`src/hdl/hpin_pkg.sv`:
```
package hpin_pkg;
  // Shared pin positions inside the pin vectors.
  localparam int PIN_N = 6;
  localparam int P_ALS = 0;
  localparam int P_RW = 1;
  localparam int P_DS = 2;
  localparam int P_CS = 3;
  localparam int P_TRQ = 4;
  localparam int P_ACK = 5;
  // Field positions of host_port_control_reg.
  localparam int CTL_W = 11;
  localparam int C_HOST = 0;
  localparam int C_GPIO = 1;
  localparam int C_MUX = 2;
  localparam int C_DUAL_DS = 3;
  localparam int C_DUAL_REQ = 4;
  localparam int C_OPEN_DRAIN = 5;
  localparam int C_DS_POL = 6;
  localparam int C_CS_POL = 7;
  localparam int C_REQ_POL = 8;
  localparam int C_ACK_POL = 9;
  localparam int C_AS_POL = 10;
  // Zero polarity bits mean active-low; zero selects mean pins idle.
  localparam logic [CTL_W-1:0] CTL_RESET = 11'h000;
  localparam logic [PIN_N-1:0] DIR_RESET = 6'h00;
  localparam logic [PIN_N-1:0] PINS_ZERO = 6'h00;
  typedef enum logic [1:0] {MODE_OFF, MODE_HOST, MODE_GPIO} pin_mode_t;
endpackage : hpin_pkg

```
`src/hdl/req_cfg_if.sv`:
```
interface req_cfg_if;
  logic reqPolHigh;
  logic openDrain;
  modport ctl (output reqPolHigh, output openDrain);
  modport drv (input reqPolHigh, input openDrain);
endinterface : req_cfg_if

```
`src/hdl/host_pin_mux.sv`:
```
module host_pin_mux (
  // Clock and reset.
  input wire logic mclk,
  input wire logic srst,
  // Control register load.
  input wire logic ctlWr,
  input wire logic [hpin_pkg::CTL_W-1:0] ctlData,
  input wire logic dirWr,
  input wire logic [hpin_pkg::PIN_N-1:0] dirData,
  input wire logic [hpin_pkg::PIN_N-1:0] gpOutData,
  // Requests from the transfer logic, active high.
  input wire logic txReq,
  input wire logic rxReq,
  // Shared pins.
  input wire logic [hpin_pkg::PIN_N-1:0] pinIn,
  output logic [hpin_pkg::PIN_N-1:0] pinOut,
  output logic [hpin_pkg::PIN_N-1:0] pinOe,
  // Decoded host signals, active high.
  output logic dataStrobe,
  output logic writeStrobe,
  output logic readStrobe,
  output logic rwSelect,
  output logic portSelect,
  output logic addrTen,
  output logic addrLatch,
  output logic requestAck,
  // Status readback.
  output logic [hpin_pkg::CTL_W-1:0] ctlRead,
  output logic [hpin_pkg::PIN_N-1:0] dirRead,
  output logic [hpin_pkg::PIN_N-1:0] gpInData
);
  import hpin_pkg::*;

  logic [CTL_W-1:0] host_port_control_reg_r;
  logic [CTL_W-1:0] host_port_control_reg_nxt;
  logic [PIN_N-1:0] gp_direction_reg_r;
  logic [PIN_N-1:0] gp_direction_reg_nxt;
  logic [PIN_N-1:0] pinOut_r;
  logic [PIN_N-1:0] pinOut_nxt;
  logic [PIN_N-1:0] pinOe_r;
  logic [PIN_N-1:0] pinOe_nxt;
  logic [PIN_N-1:0] gpIn_r;
  logic [PIN_N-1:0] gpIn_nxt;
  logic [7:0] hostIn_r;
  logic [7:0] hostIn_nxt;
  pin_mode_t mode [PIN_N];
  logic hostEn;
  logic gpioEn;
  logic muxBus;
  logic dualDs;
  logic dualReq;
  logic trqOut;
  logic trqOe;
  logic rrqOut;
  logic rrqOe;
  logic [PIN_N-1:0] gpOe;

  assign hostEn = host_port_control_reg_r[C_HOST];
  assign gpioEn = host_port_control_reg_r[C_GPIO];
  assign muxBus = host_port_control_reg_r[C_MUX];
  assign dualDs = host_port_control_reg_r[C_DUAL_DS];
  assign dualReq = host_port_control_reg_r[C_DUAL_REQ];

  req_cfg_if reqCfg ();
  assign reqCfg.reqPolHigh = host_port_control_reg_r[C_REQ_POL];
  assign reqCfg.openDrain = host_port_control_reg_r[C_OPEN_DRAIN];

  // Control and direction registers.
  always_comb begin
    host_port_control_reg_nxt = host_port_control_reg_r;
    gp_direction_reg_nxt = gp_direction_reg_r;
    if (ctlWr) begin
      host_port_control_reg_nxt = ctlData;
    end
    if (dirWr) begin
      gp_direction_reg_nxt = dirData;
    end
  end

  always_ff @(posedge mclk) begin
    if (srst) begin
      host_port_control_reg_r <= CTL_RESET;
      gp_direction_reg_r <= DIR_RESET;
    end else begin
      host_port_control_reg_r <= host_port_control_reg_nxt;
      gp_direction_reg_r <= gp_direction_reg_nxt;
    end
  end

  // Pin ownership; the host function takes precedence over GPIO.
  genvar gi;
  generate
    for (gi = 0; gi < PIN_N; gi++) begin : g_pin
      always_comb begin
        if (hostEn) begin
          mode[gi] = MODE_HOST;
        end else if (gpioEn && (gi != P_TRQ || muxBus)) begin
          mode[gi] = MODE_GPIO;
        end else begin
          mode[gi] = MODE_OFF;
        end
        gpOe[gi] = (mode[gi] == MODE_GPIO) && gp_direction_reg_r[gi];
      end
    end
  endgenerate

  // Request pins share one driver shape; only enable and source differ.
  req_drive u_trq (
    .cfg(reqCfg),
    .req(dualReq ? txReq : (txReq | rxReq)),
    .enable(mode[P_TRQ] == MODE_HOST),
    .drvOut(trqOut),
    .drvOe(trqOe)
  );

  req_drive u_rrq (
    .cfg(reqCfg),
    .req(rxReq),
    .enable((mode[P_ACK] == MODE_HOST) && dualReq),
    .drvOut(rrqOut),
    .drvOe(rrqOe)
  );

  // Pin drive. Input-only host pins and idle pins are never driven.
  always_comb begin
    pinOut_nxt = gpOutData;
    pinOe_nxt = gpOe;
    if (mode[P_TRQ] == MODE_HOST) begin
      pinOut_nxt[P_TRQ] = trqOut;
      pinOe_nxt[P_TRQ] = trqOe;
    end
    if (mode[P_ACK] == MODE_HOST) begin
      pinOut_nxt[P_ACK] = rrqOut;
      pinOe_nxt[P_ACK] = rrqOe;
    end
    gpIn_nxt = pinIn;
  end

  // Reset clears every enable, so request pins float as inputs.
  always_ff @(posedge mclk) begin
    if (srst) begin
      pinOut_r <= PINS_ZERO;
      pinOe_r <= PINS_ZERO;
      gpIn_r <= PINS_ZERO;
    end else begin
      pinOut_r <= pinOut_nxt;
      pinOe_r <= pinOe_nxt;
      gpIn_r <= gpIn_nxt;
    end
  end

  // Decoded host inputs; a clear polarity bit inverts the pin.
  always_comb begin
    hostIn_nxt = 8'h00;
    if (hostEn) begin
      if (dualDs) begin
        hostIn_nxt[1] = pinIn[P_DS] ~^ host_port_control_reg_r[C_DS_POL];
        hostIn_nxt[2] = pinIn[P_RW] ~^ host_port_control_reg_r[C_DS_POL];
      end else begin
        hostIn_nxt[0] = pinIn[P_DS] ~^ host_port_control_reg_r[C_DS_POL];
        hostIn_nxt[3] = pinIn[P_RW];
      end
      if (muxBus) begin
        hostIn_nxt[5] = pinIn[P_CS];
        hostIn_nxt[6] = pinIn[P_ALS] ~^ host_port_control_reg_r[C_AS_POL];
      end else begin
        hostIn_nxt[4] = pinIn[P_CS] ~^ host_port_control_reg_r[C_CS_POL];
      end
      if (!dualReq) begin
        hostIn_nxt[7] = pinIn[P_ACK] ~^ host_port_control_reg_r[C_ACK_POL];
      end
    end
  end

  always_ff @(posedge mclk) begin
    if (srst) begin
      hostIn_r <= 8'h00;
    end else begin
      hostIn_r <= hostIn_nxt;
    end
  end

  assign pinOut = pinOut_r;
  assign pinOe = pinOe_r;
  assign dataStrobe = hostIn_r[0];
  assign writeStrobe = hostIn_r[1];
  assign readStrobe = hostIn_r[2];
  assign rwSelect = hostIn_r[3];
  assign portSelect = hostIn_r[4];
  assign addrTen = hostIn_r[5];
  assign addrLatch = hostIn_r[6];
  assign requestAck = hostIn_r[7];
  assign ctlRead = host_port_control_reg_r;
  assign dirRead = gp_direction_reg_r;
  assign gpInData = gpIn_r;

  property p_resetFloat;
    @(posedge mclk) srst |=> (pinOe_r == PINS_ZERO);
  endproperty
  a_resetFloat: assert property (p_resetFloat)
    else $error("Pin driven right after reset.");

  property p_idleFloat;
    @(posedge mclk) disable iff (srst)
      (!hostEn && !gpioEn) |=> (pinOe_r == PINS_ZERO);
  endproperty
  a_idleFloat: assert property (p_idleFloat)
    else $error("Unassigned pin is driven.");

  property p_dataStrobe;
    @(posedge mclk) disable iff (srst)
      (hostEn && !dualDs) |=> (dataStrobe ==
        ($past(pinIn[P_DS]) ~^ $past(host_port_control_reg_r[C_DS_POL])));
  endproperty
  a_dataStrobe: assert property (p_dataStrobe)
    else $error("Data strobe decode wrong.");

  property p_writeStrobe;
    @(posedge mclk) disable iff (srst)
      (hostEn && dualDs && !host_port_control_reg_r[C_DS_POL]) |=>
        (writeStrobe == !$past(pinIn[P_DS])) && !dataStrobe;
  endproperty
  a_writeStrobe: assert property (p_writeStrobe)
    else $error("Write strobe decode wrong.");

  property p_select;
    @(posedge mclk) disable iff (srst)
      (hostEn && !muxBus) |=> (portSelect ==
        ($past(pinIn[P_CS]) ~^ $past(host_port_control_reg_r[C_CS_POL])))
        && !addrTen;
  endproperty
  a_select: assert property (p_select)
    else $error("Chip select decode wrong.");

  property p_addrTen;
    @(posedge mclk) disable iff (srst)
      (hostEn && muxBus) |=> (addrTen == $past(pinIn[P_CS])) && !portSelect;
  endproperty
  a_addrTen: assert property (p_addrTen)
    else $error("Address line ten decode wrong.");

  property p_bit14Gpio;
    @(posedge mclk) disable iff (srst)
      (!hostEn && !muxBus) |=> !pinOe_r[P_TRQ];
  endproperty
  a_bit14Gpio: assert property (p_bit14Gpio)
    else $error("Bit 14 driven outside multiplexed style.");

  property p_gpioDir;
    @(posedge mclk) disable iff (srst)
      (!hostEn && gpioEn) |=> (pinOe_r[P_DS] == $past(gp_direction_reg_r[P_DS]))
        && (pinOut_r[P_DS] == $past(gpOutData[P_DS]));
  endproperty
  a_gpioDir: assert property (p_gpioDir)
    else $error("GPIO direction not followed.");

  property p_combinedReq;
    @(posedge mclk) disable iff (srst)
      (hostEn && !dualReq && !reqCfg.openDrain && !reqCfg.reqPolHigh &&
        (txReq || rxReq)) |=> pinOe_r[P_TRQ] && !pinOut_r[P_TRQ];
  endproperty
  a_combinedReq: assert property (p_combinedReq)
    else $error("Combined request not asserted low.");

  property p_rxReq;
    @(posedge mclk) disable iff (srst)
      (hostEn && dualReq && !reqCfg.openDrain) |=> pinOe_r[P_ACK] &&
        (pinOut_r[P_ACK] == ($past(rxReq) ~^ $past(reqCfg.reqPolHigh)));
  endproperty
  a_rxReq: assert property (p_rxReq)
    else $error("Receive request level wrong.");

  property p_openDrain;
    @(posedge mclk) disable iff (srst)
      (hostEn && reqCfg.openDrain) |=> !pinOut_r[P_TRQ] && !pinOut_r[P_ACK];
  endproperty
  a_openDrain: assert property (p_openDrain)
    else $error("Open-drain request drove high.");

  property p_ack;
    @(posedge mclk) disable iff (srst)
      (hostEn && !dualReq && !host_port_control_reg_r[C_ACK_POL]) |=>
        (requestAck == !$past(pinIn[P_ACK])) && !pinOe_r[P_ACK];
  endproperty
  a_ack: assert property (p_ack)
    else $error("Acknowledge decode wrong.");

  c_hostReq: cover property (@(posedge mclk) disable iff (srst)
    hostEn && dualReq && txReq ##1 pinOe_r[P_TRQ]);
  c_gpioOut: cover property (@(posedge mclk) disable iff (srst)
    !hostEn && gpioEn && muxBus ##1 pinOe_r[P_TRQ]);
  c_latch: cover property (@(posedge mclk) disable iff (srst)
    hostEn && muxBus ##1 addrLatch);
endmodule : host_pin_mux

```
`src/hdl/req_drive.sv`:
```
module req_drive (
  // Shared request configuration.
  req_cfg_if.drv cfg,
  // Request from the transfer logic, active high.
  input wire logic req,
  input wire logic enable,
  // Pin drive, before registering.
  output logic drvOut,
  output logic drvOe
);
  logic level;

  always_comb begin
    // Polarity is an inversion between internal request and pin level.
    level = cfg.reqPolHigh ? req : ~req;
    // Open drain only ever pulls low; a high level is left to the pull-up.
    if (cfg.openDrain) begin
      drvOut = 1'b0;
      drvOe = enable & ~level;
    end else begin
      drvOut = level;
      drvOe = enable;
    end
  end
endmodule : req_drive

```
`config.mk`:
```
export PLATFORM = sky130hd
export DESIGN_NAME = host_pin_mux
export DESIGN_NICKNAME = d
export VERILOG_FILES = /design/src/hdl/hpin_pkg.sv /design/src/hdl/req_cfg_if.sv /design/src/hdl/host_pin_mux.sv /design/src/hdl/req_drive.sv
export SDC_FILE = /design/constraint.sdc
export NUM_CORES = 1
export LEC_CHECK = 0
export ABC_AREA = 1
export BUFFER_PORTS_ARGS = -buffer_cell sky130_fd_sc_hd__clkbuf_2
export CELL_PAD_IN_SITES_DETAIL_PLACEMENT = 2
export CELL_PAD_IN_SITES_GLOBAL_PLACEMENT = 2
export CORE_ASPECT_RATIO = 0.9
export CORE_MARGIN = 4
export CORE_UTILIZATION = 23
export DETAILED_ROUTE_END_ITERATION = 16
export GPL_TIMING_DRIVEN = 0
export PLACE_DENSITY = 0.78
export SYNTH_ARGS = -nofsm -noshare
export SYNTH_HDL_FRONTEND = slang
export SYNTH_SLANG_ARGS = --single-unit
export TNS_END_PERCENT = 100
```
`constraint.sdc`:
```
create_clock -name mclk -period 1.4 [get_ports mclk]
set_clock_uncertainty 0.2 [all_clocks]
set_input_delay 0.14 -clock mclk [delete_from_list [all_inputs] [get_ports mclk]]
set_output_delay 0.14 -clock mclk [all_outputs]
set_load 0.02 [all_outputs]
```
## Yosys cells after proc, flatten, opt, wreduce, memory -nomap -nowiden

Index checks and enable logic that the tools add are counted.

- Equality and inequality tests: 4
- Multiplexer cells: 15
- Bitwise logic cells: 15
- Reduce and logical (&&, ||, !) cells: 13

Operators with widths:

| cell | number |
|---|---|
| $reduce_or 3->1 | 5 |
| $mux 1 | 11 |
| $logic_and 1x1->1 | 8 |
| $mux 2 | 4 |
| $not 1->1 | 7 |
| $xnor 1x1->1 | 5 |
| $eq 2x1->1 const B | 2 |
| $eq 2x2->1 const B | 2 |
| $and 1x1->1 | 2 |
| $or 1x1->1 | 1 |

- Register bits: 43
- Bits of input ports: 35
- Output and inout port bits: 43
- Word-level logic and storage cells: 57

## Longest topological paths before layout

Gate-level depths: netlist of the first run.

- Depth in word-level cells: 8
- Gate-level depth with buffers: 6
- Depth with buffers taken out: 6

## Modules after synthesis

A second synthesis of the first run with hierarchy kept.

- Cells, all modules: 207
- Area, all modules: 1532.7 sq um

Modules (own cells, without submodules):

| module | instances | cells an instance | area an instance (sq um) | seq. area each (sq um) |
|---|---|---|---|---|
| host_pin_mux | 1 | 189 | 1462.7 | 860.8 |
| req_drive | 2 | 9 | 35.0 | 0.0 |

## Worst setup path after synthesis of the first run

No wires, ideal clock.

- Path type: register -> register
- Start point: reg host_port_control_reg_r[0] (netlist: ctlRead[0])
- End point: reg pinOe_r[4] (netlist: pinOe[4])
- Library setup time: 0.058 ns
- Arrival: 0.904 ns
- Required time: 1.142 ns
- Path slack: 0.238 ns
- Cell stages (with the launch flop): 4
- Buffers on the path: 0
- Period minus slack after synthesis: 1.162 ns
- Path through: dfxtp_1 nand2_2 nand3b_1 nand2_1

- Word-level cells in the longest chain between the ends: 5
- Elaborated cells on any way between the ends: 7
- Those cells by class: eq/ne: 2; mux: 3; bitwise: 1; reduce/logical: 1

Ends and longest elaborated chain:

| element | RTL line | source |
|---|---|---|
| start, declared | host_pin_mux.sv:34 | `logic [CTL_W-1:0] host_port_control_reg_r;` |
| start signal, assigned | host_pin_mux.sv:85 | `host_port_control_reg_r <= host_port_control_reg_nxt;` |
| $mux 2 (*) | host_pin_mux.sv:95 | `if (hostEn) begin` |
| $eq 2x1->1 | host_pin_mux.sv:111, host_pin_mux.sv:128 |  |
| $and 1x1->1 | req_drive.sv:19 | `drvOe = enable & ~level;` |
| $mux 1 | req_drive.sv:17 | `if (cfg.openDrain) begin` |
| $mux 1 (*) | host_pin_mux.sv:128 | `if (mode[P_TRQ] == MODE_HOST) begin` |
| end signal, assigned | host_pin_mux.sv:147 | `pinOe_r <= pinOe_nxt;` |
| end, declared | host_pin_mux.sv:40 | `logic [PIN_N-1:0] pinOe_r;` |

Mark *: on every way between the ends. The rest lies on a longest branch, timed or not.
A chain may end at the register's enable or synchronous reset.

==> results by group, run 1 <==
Global routing
  – First-pass GRT wire length: between 8000 and 9000 microns
  – GRT Util Overall: 14.2%
  – Vias in the first global route: 1721
  – Largest net degree at the start of global routing: 14
  – Overflow after GRT: 0
  – Initial antenna violation count: 0

Critical path
  – Startpoint Class: input port
  – Endpoint type of the worst setup path: flop
  – Critical path peak fanout: 10
  – CP Class: input port to flop
  – CP required: 1.43 ns
  – Arr. time, crit path: between 1 and 1.5 ns

Synth
  – Cell Area, Synth: 1470 sq um
  – Yosys warning total: 0
  – Leading area contributor after synthesis: dfxtp_1
  – Yosys top cell area share: 58.6%
  – Synthesized flop and latch total: between 40 and 50
  – Seq/Total Area, Yosys: between 50% and 60%
  – Synth top area cells: dfxtp_1 (59%), nor2_1 (10%), o21ai_0 (5.8%)
  – Syn Nets: between 200 and 250
  – Syn Inst Count: approximately 180
  – Post-Syn Area per Cell: between 8 and 9 sq um
  – Library cells used by synthesis: 18

Clock network
  – Root Buffer: clkbuf_8
  – CTS tree: built
  – Clock slew at reported path FFs: ~0.08 ns
  – Setup Fix Bufs, Post-CTS: 0
  – Worst-case clock buffer depth: 2
  – CTS sink cnt: 43
  – Total CTS buffers: 5
  – Latest clock arrival within the worst-skew pair: roughly 0.28 ns
  – Htree depth: 2

Final layout
  – Commonest non-fill, non-tap cell in the layout: clkbuf_2
  – Post-layout util: between 30% and 40%
  – Layout cell share with drive strength beyond 1: 33.4%
  – Final instance area: 2380 sq um
  – Area of the multi-input gates: between 400 and 500 sq um
  – # diodes: 0
  – Layout Cells excl Fill: 377
  – Register area: between 800 and 900 sq um
  – Area grow syn2layout: 62.1%
  – Commonest cells after routing, fill and taps aside: clkbuf_2 (77), dfxtp_1 (42), nor2_1 (41), dlygate4sd3_1 (30), inv_1 (20)
  – Layout fillers: approximately 710
  – Nets: ~320

Place
  – Hpwl dp: 3630 microns
  – GPL Wtd Cong: 0.734
  – Placed cell count: approximately 340
  – IO buf count: 77
  – Placement Cell Area: 1960 sq um
  – Setup WS pre-CTS: 0.168 ns

Detailed routing
  – DR pass1 iterations: 4
  – Vias per cell: 4.09
  – DRT antenna net count: 0
  – DRC Markers: 0
  – Vias: 1541
  – Final wirelength: around 5300 microns
  – Detailed Route Iter0 Violations: 26
  – WL/cell: about 14 microns

Timing
  – Hold Vio Cnt, Final: 0
  – Max Fclk: roughly 0.74 GHz
  – Hold Slack: between 0.004 and 0.005 ns
  – Endpoints failing setup: 0
  – Fin crit share: around 97%
  – Worst slew pin tran: between 0.2 and 0.3 ns
  – Final setup margin: 0.0445 ns
  – RSZ-0062 raised after global routing: true
  – Rel. slew slack: between 80% and 90%
  – Period minus WS final: about 1.4 ns
  – Setup_tns: 0 ns
  – Slew Limit Fails: 0

Flow run
  – Max Cap Viol: 0

Floorplan
  – Initial Utilization: 23.9%
  – Core area: between 6000 and 7000 sq um
  – Placement row count: 27
  – Die width: between 90 and 100 microns
  – Die area: approximately 7700 sq um
  – Die outline height: 83.8 microns
  – I/O pin cnt: slightly below 80

Power and ir drop
  – P_int: just over 2 mW
  – P_leak: about 1.2 nW
  – Cell Pwr Density: roughly 1200 nW/um^2
  – Net switching power: roughly 0.71 mW
  – Clock power frac: around 36%
  – Sequential Power Share: between 40% and 50%
  – Gate power share: 15.8%
  – Switching share of power: 25.8%
  – Peak VDD IR: ~0.53 mV
  – Design Power: 2.77 mW

Min path
  – Hold Path Class: input port to flop

Run status
  – Status: finished, final reports clean
[Yosys cell counts (all sizes together)]
library cell	count
buf	6
nor3	8
nand2	17
nand3	3
inv	23
nor2	42
xnor2	1
xor2	5
o21ai	18
nand3b	1
dfxtp	43
a21oi	8
[metal layers]
metal | GRT usage, % | up-vias | share of wire (%) | wire [microns]
met1 | 15.8 | 723 | 41 | 2140
met5 | 0 | - | 0 | 0
met2 | 26.1 | 47 | 52 | 2760
met3 | 4.15 | 6 | 5.4 | 283
met4 | 4.05 | 0 | 1.4 | 73
li1 | - | 765 | - | -
[flip-flops by register name, summed over array words and instances, names as in the netlist]
name and flops:
hostIn_r 8, gpInData 6, pinOe 6, ctlRead 11, dirRead 6, pinOut 6
[path summary, 6_finish.rpt]
kind                 end         start  slack [ns]  cells past startpoint
max reg2reg     pinOe[4]    ctlRead[0]        0.09                      5
min            pinOut[4]  gpOutData[4]       0.004                      5
min reg2reg  hostIn_r[7]    ctlRead[4]        0.26                      1
max             pinOe[4]          srst        0.04                      6
[power groups by stage]
stage          combinational (mW)  clock, mW  sequential [mW]
3_3_place_gp                0.362          0             1.36
5_1_grt                     0.484       1.11             1.34
6_report                    0.438       1.00             1.33
3_5_place_dp                0.369          0             1.36
4_1_cts                     0.439       1.03             1.33
2_1_floorplan               0.134          0             1.43
[layout make-up]
class	count	share of cell area (%)
plain buffers	6	1.94
clock buffers	6	3.46
clock inverters	2	1.47
inverters	23	3.62
multi-input cells	103	20.0
flip-flops and latches	43	36.2
well taps	87	4.57
repair buffers	107	28.8
[worst max-delay path, cell delays in order]
cell and delay [ns]:
dlygate4sd3_1 0.54, clkbuf_2 0.13, inv_2 0.13, nand2_2 0.18, nand3b_1 0.21, nand2_1 0.07
[repair_timing]
| action | 4_1_cts | 5_1_grt |
|---|---|---|
| gates resized for setup | 0 | 1 |
| setup endpoints to repair | 0 | 6 |
| hold endpoints to repair | 33 | 0 |
| hold buffers | 30 | 0 |
[kinds of logic (layout without fill, tap and decap cells)]
| group | count (synthesis) | count (layout) | share of synthesized area [%] |
|---|---|---|---|
| simple gates | 71 | 71 | 20.0 |
| flops | 43 | 43 | 58.6 |
| buf+inv | 29 | 144 | 9.02 |
| xor+xnor | 6 | 6 | 3.57 |
| compound gates | 26 | 26 | 8.85 |
No activity file was read; power rests on OpenSTA's default activity.
==> inputs of run 2 (changes only) <==
Settings changed: CORE_MARGIN 4 to 3, MAX_ROUTING_LAYER set to met4.
==> run 2 against run 1 <==
Compared with the run above: first-iteration DRC count is 120% higher; non-clock buffer count is 1 higher; utilization is 1.2 points higher; worst hold slack worse by 0.0018 ns; flip-flop and latch count stayed put; sequential share of layout area is 0.32 points higher; critical endpoint is now ctlRead[8]; largest cell class unchanged.
==> results by group, run 2 (synthesis results as in run 1) <==
Min path
  – Hold endpoint: pinOut[4]
  – Hold Path Class: input port to flop
  – HP Start: gpOutData[4]
  – Hold Path Depth: 5

Timing
  – Worst slew pin tran: between 0.2 and 0.3 ns
  – Max Fclk: around 0.75 GHz
  – Endpoints failing setup: 0
  – Slew Limit Fails: 0
  – Period minus WS final: ~1.3 ns
  – Fin crit share: a little over nine tenths
  – Setup_tns: 0 ns
  – Hold Vio Cnt, Final: 0
  – RSZ-0062 raised after global routing: false
  – Rel. slew slack: between 80% and 90%

Detailed routing
  – DRC Markers: 0
  – WL/cell: between 10 and 15 microns
  – Vias per cell: roughly 4.1
  – Final wirelength: 5590 microns
  – Vias: 1548
  – DRT antenna net count: 0
  – DR pass1 iterations: 4
  – Detailed Route Iter0 Violations: 57

Final layout
  – Area of the multi-input gates: just under 500 sq um
  – Area grow syn2layout: 60.9%
  – Commonest non-fill, non-tap cell in the layout: clkbuf_2
  – Register area: roughly 860 sq um
  – Commonest cells after routing, fill and taps aside: clkbuf_2 (77), nor2_1 (41), dfxtp_1 (41), dlygate4sd3_1 (31), inv_1 (20)
  – # diodes: 0
  – Layout cell share with drive strength beyond 1: 33.0%
  – Largest register FFs: 11
  – Nets: 325
  – Final instance area: around 2400 sq um
  – Layout fillers: around 710

Power and ir drop
  – Net switching power: 0.711 mW
  – Peak VDD IR: around 0.40 mV
  – P_leak: 1.20 nW
  – Gate power share: 17.7%
  – Cell Pwr Density: around 1100 nW/um^2
  – P_int: 1.83 mW
  – Switching share of power: between 20 and 30%
  – Clock power frac: around 30%
  – Sequential Power Share: between 50% and 60%

Clock network
  – Total CTS buffers: 5
  – CTS sink cnt: between 40 and 50
  – CTS tree: built
  – Setup Fix Bufs, Post-CTS: 0
  – Clock slew at reported path FFs: 0.08 ns
  – Root Buffer: clkbuf_8
  – Htree depth: 2
  – Worst-case clock buffer depth: 2
  – Latest clock arrival within the worst-skew pair: just under 0.3 ns

Place
  – IO buf count: 77
  – Hpwl dp: 3710 microns
  – Placement Cell Area: approximately 2000 sq um
  – GPL Wtd Cong: 0.717

Critical path
  – CP required: about 1.1 ns
  – Critical R2R Launch: ctlRead[0]
  – CP Class: flop to output pin
  – Worst Path Buf+Inv: 2
  – Critical path peak fanout: 4
  – FF-to-FF setup slack: roughly 0.27 ns
  – Endpoint type of the worst setup path: output pin
  – Reg-to-Reg End: pinOe[4]
  – FF-to-FF path depth: 5
  – Arr. time, crit path: between 0.9 and 1 ns
  – Critical path's slowest cell: dfxtp_1
  – Startpoint Class: flop
  – Worst-path cell chain: buf_4 > clkbuf_2
  – Top delay family on crit path: flip-flops
  – Largest stage delay, worst path: 0.40 ns

Global routing
  – Overflow after GRT: 0
  – Initial antenna violation count: 0
  – GRT Util Overall: approximately 16%
  – Largest net degree at the start of global routing: 13
  – First-pass GRT wire length: 8690 microns
  – Vias in the first global route: between 1500 and 2000

Floorplan
  – Die area: about 7400 sq um
  – I/O pin cnt: 78
  – Die width: between 90 and 100 microns
  – Placement row count: 26
  – Core area: 5920 sq um
  – Die outline height: 81.8 microns
  – Initial Utilization: 24.8%

Run status
  – Status: finished, final reports clean

Flow run
  – Max Cap Viol: 0
## run 2: power by group through the flow
stage	logic [mW]	registers, mW	clock network, mW
floorplan	0.134	1.43	0
global placement	0.362	1.36	0
detailed placement	0.373	1.36	0
CTS	0.444	1.33	0.792
global route	0.496	1.34	0.840
finish	0.451	1.33	0.757
## run 2: how the worst max path moves through the flow
stage	slack [ns]	start	depth (start not counted)	endpoint
global route	0.008	ctlRead[8]	2	ctlRead[8]
floorplan	0.24	ctlRead[0]	3	pinOe[4]
global placement	0.20	ctlRead[0]	3	pinOe[4]
detailed placement	0.16	ctlRead[0]	3	pinOe[4]
CTS	0.007	srst	6	pinOe[4]
finish	0.07	ctlRead[8]	2	ctlRead[8]
## run 2: what timing repair did
item | in CTS | in global routing
hold buffers | 31 | 0
gates resized for setup | 0 | 5
endpoints found under the setup margin | 0 | 8
hold endpoints to repair | 35 | 0
## run 2: layout make-up
class	instances	share of cell area (%)
plain buffers	6	2.12
repair buffers	108	29.4
clock buffers	7	3.23
multi-input cells	103	20.4
clock inverters	1	0.212
well taps	84	4.44
inverters	23	3.75
flip-flops and latches	43	36.5
## run 2: per-layer routing
| metal | share of wire (%) | GRT usage (%) | vias to the layer above |
|---|---|---|---|
| met1 | 41 | 16.5 | 720 |
| met3 | 3.5 | 2.84 | 12 |
| met2 | 53 | 30.1 | 49 |
| met4 | 2.4 | 6.57 | 0 |
| li1 | - | - | 767 |
| met5 | 0 | - | - |
## run 2: stage by stage
step                cells  setup slack, ns  hold slack [ns]  power (mW)  util, %
finish                375           0.0719          0.00225        2.54     40.0
global route          375          0.00765           0.0555        2.68     40.0
CTS                   375          0.00740          0.00495        2.57     39.7
detailed placement    336            0.156            0.143        1.73     33.1
global placement      336            0.200            0.135        1.72     33.1
floorplan             175            0.238          0.00907        1.56        -
## run 2: worst reg2reg max path, delay by kind of cell, from the launching register on
kind / cells / cell delay (ns)
and+or+nand+nor: 5 / 0.50
DFF: 1 / 0.37
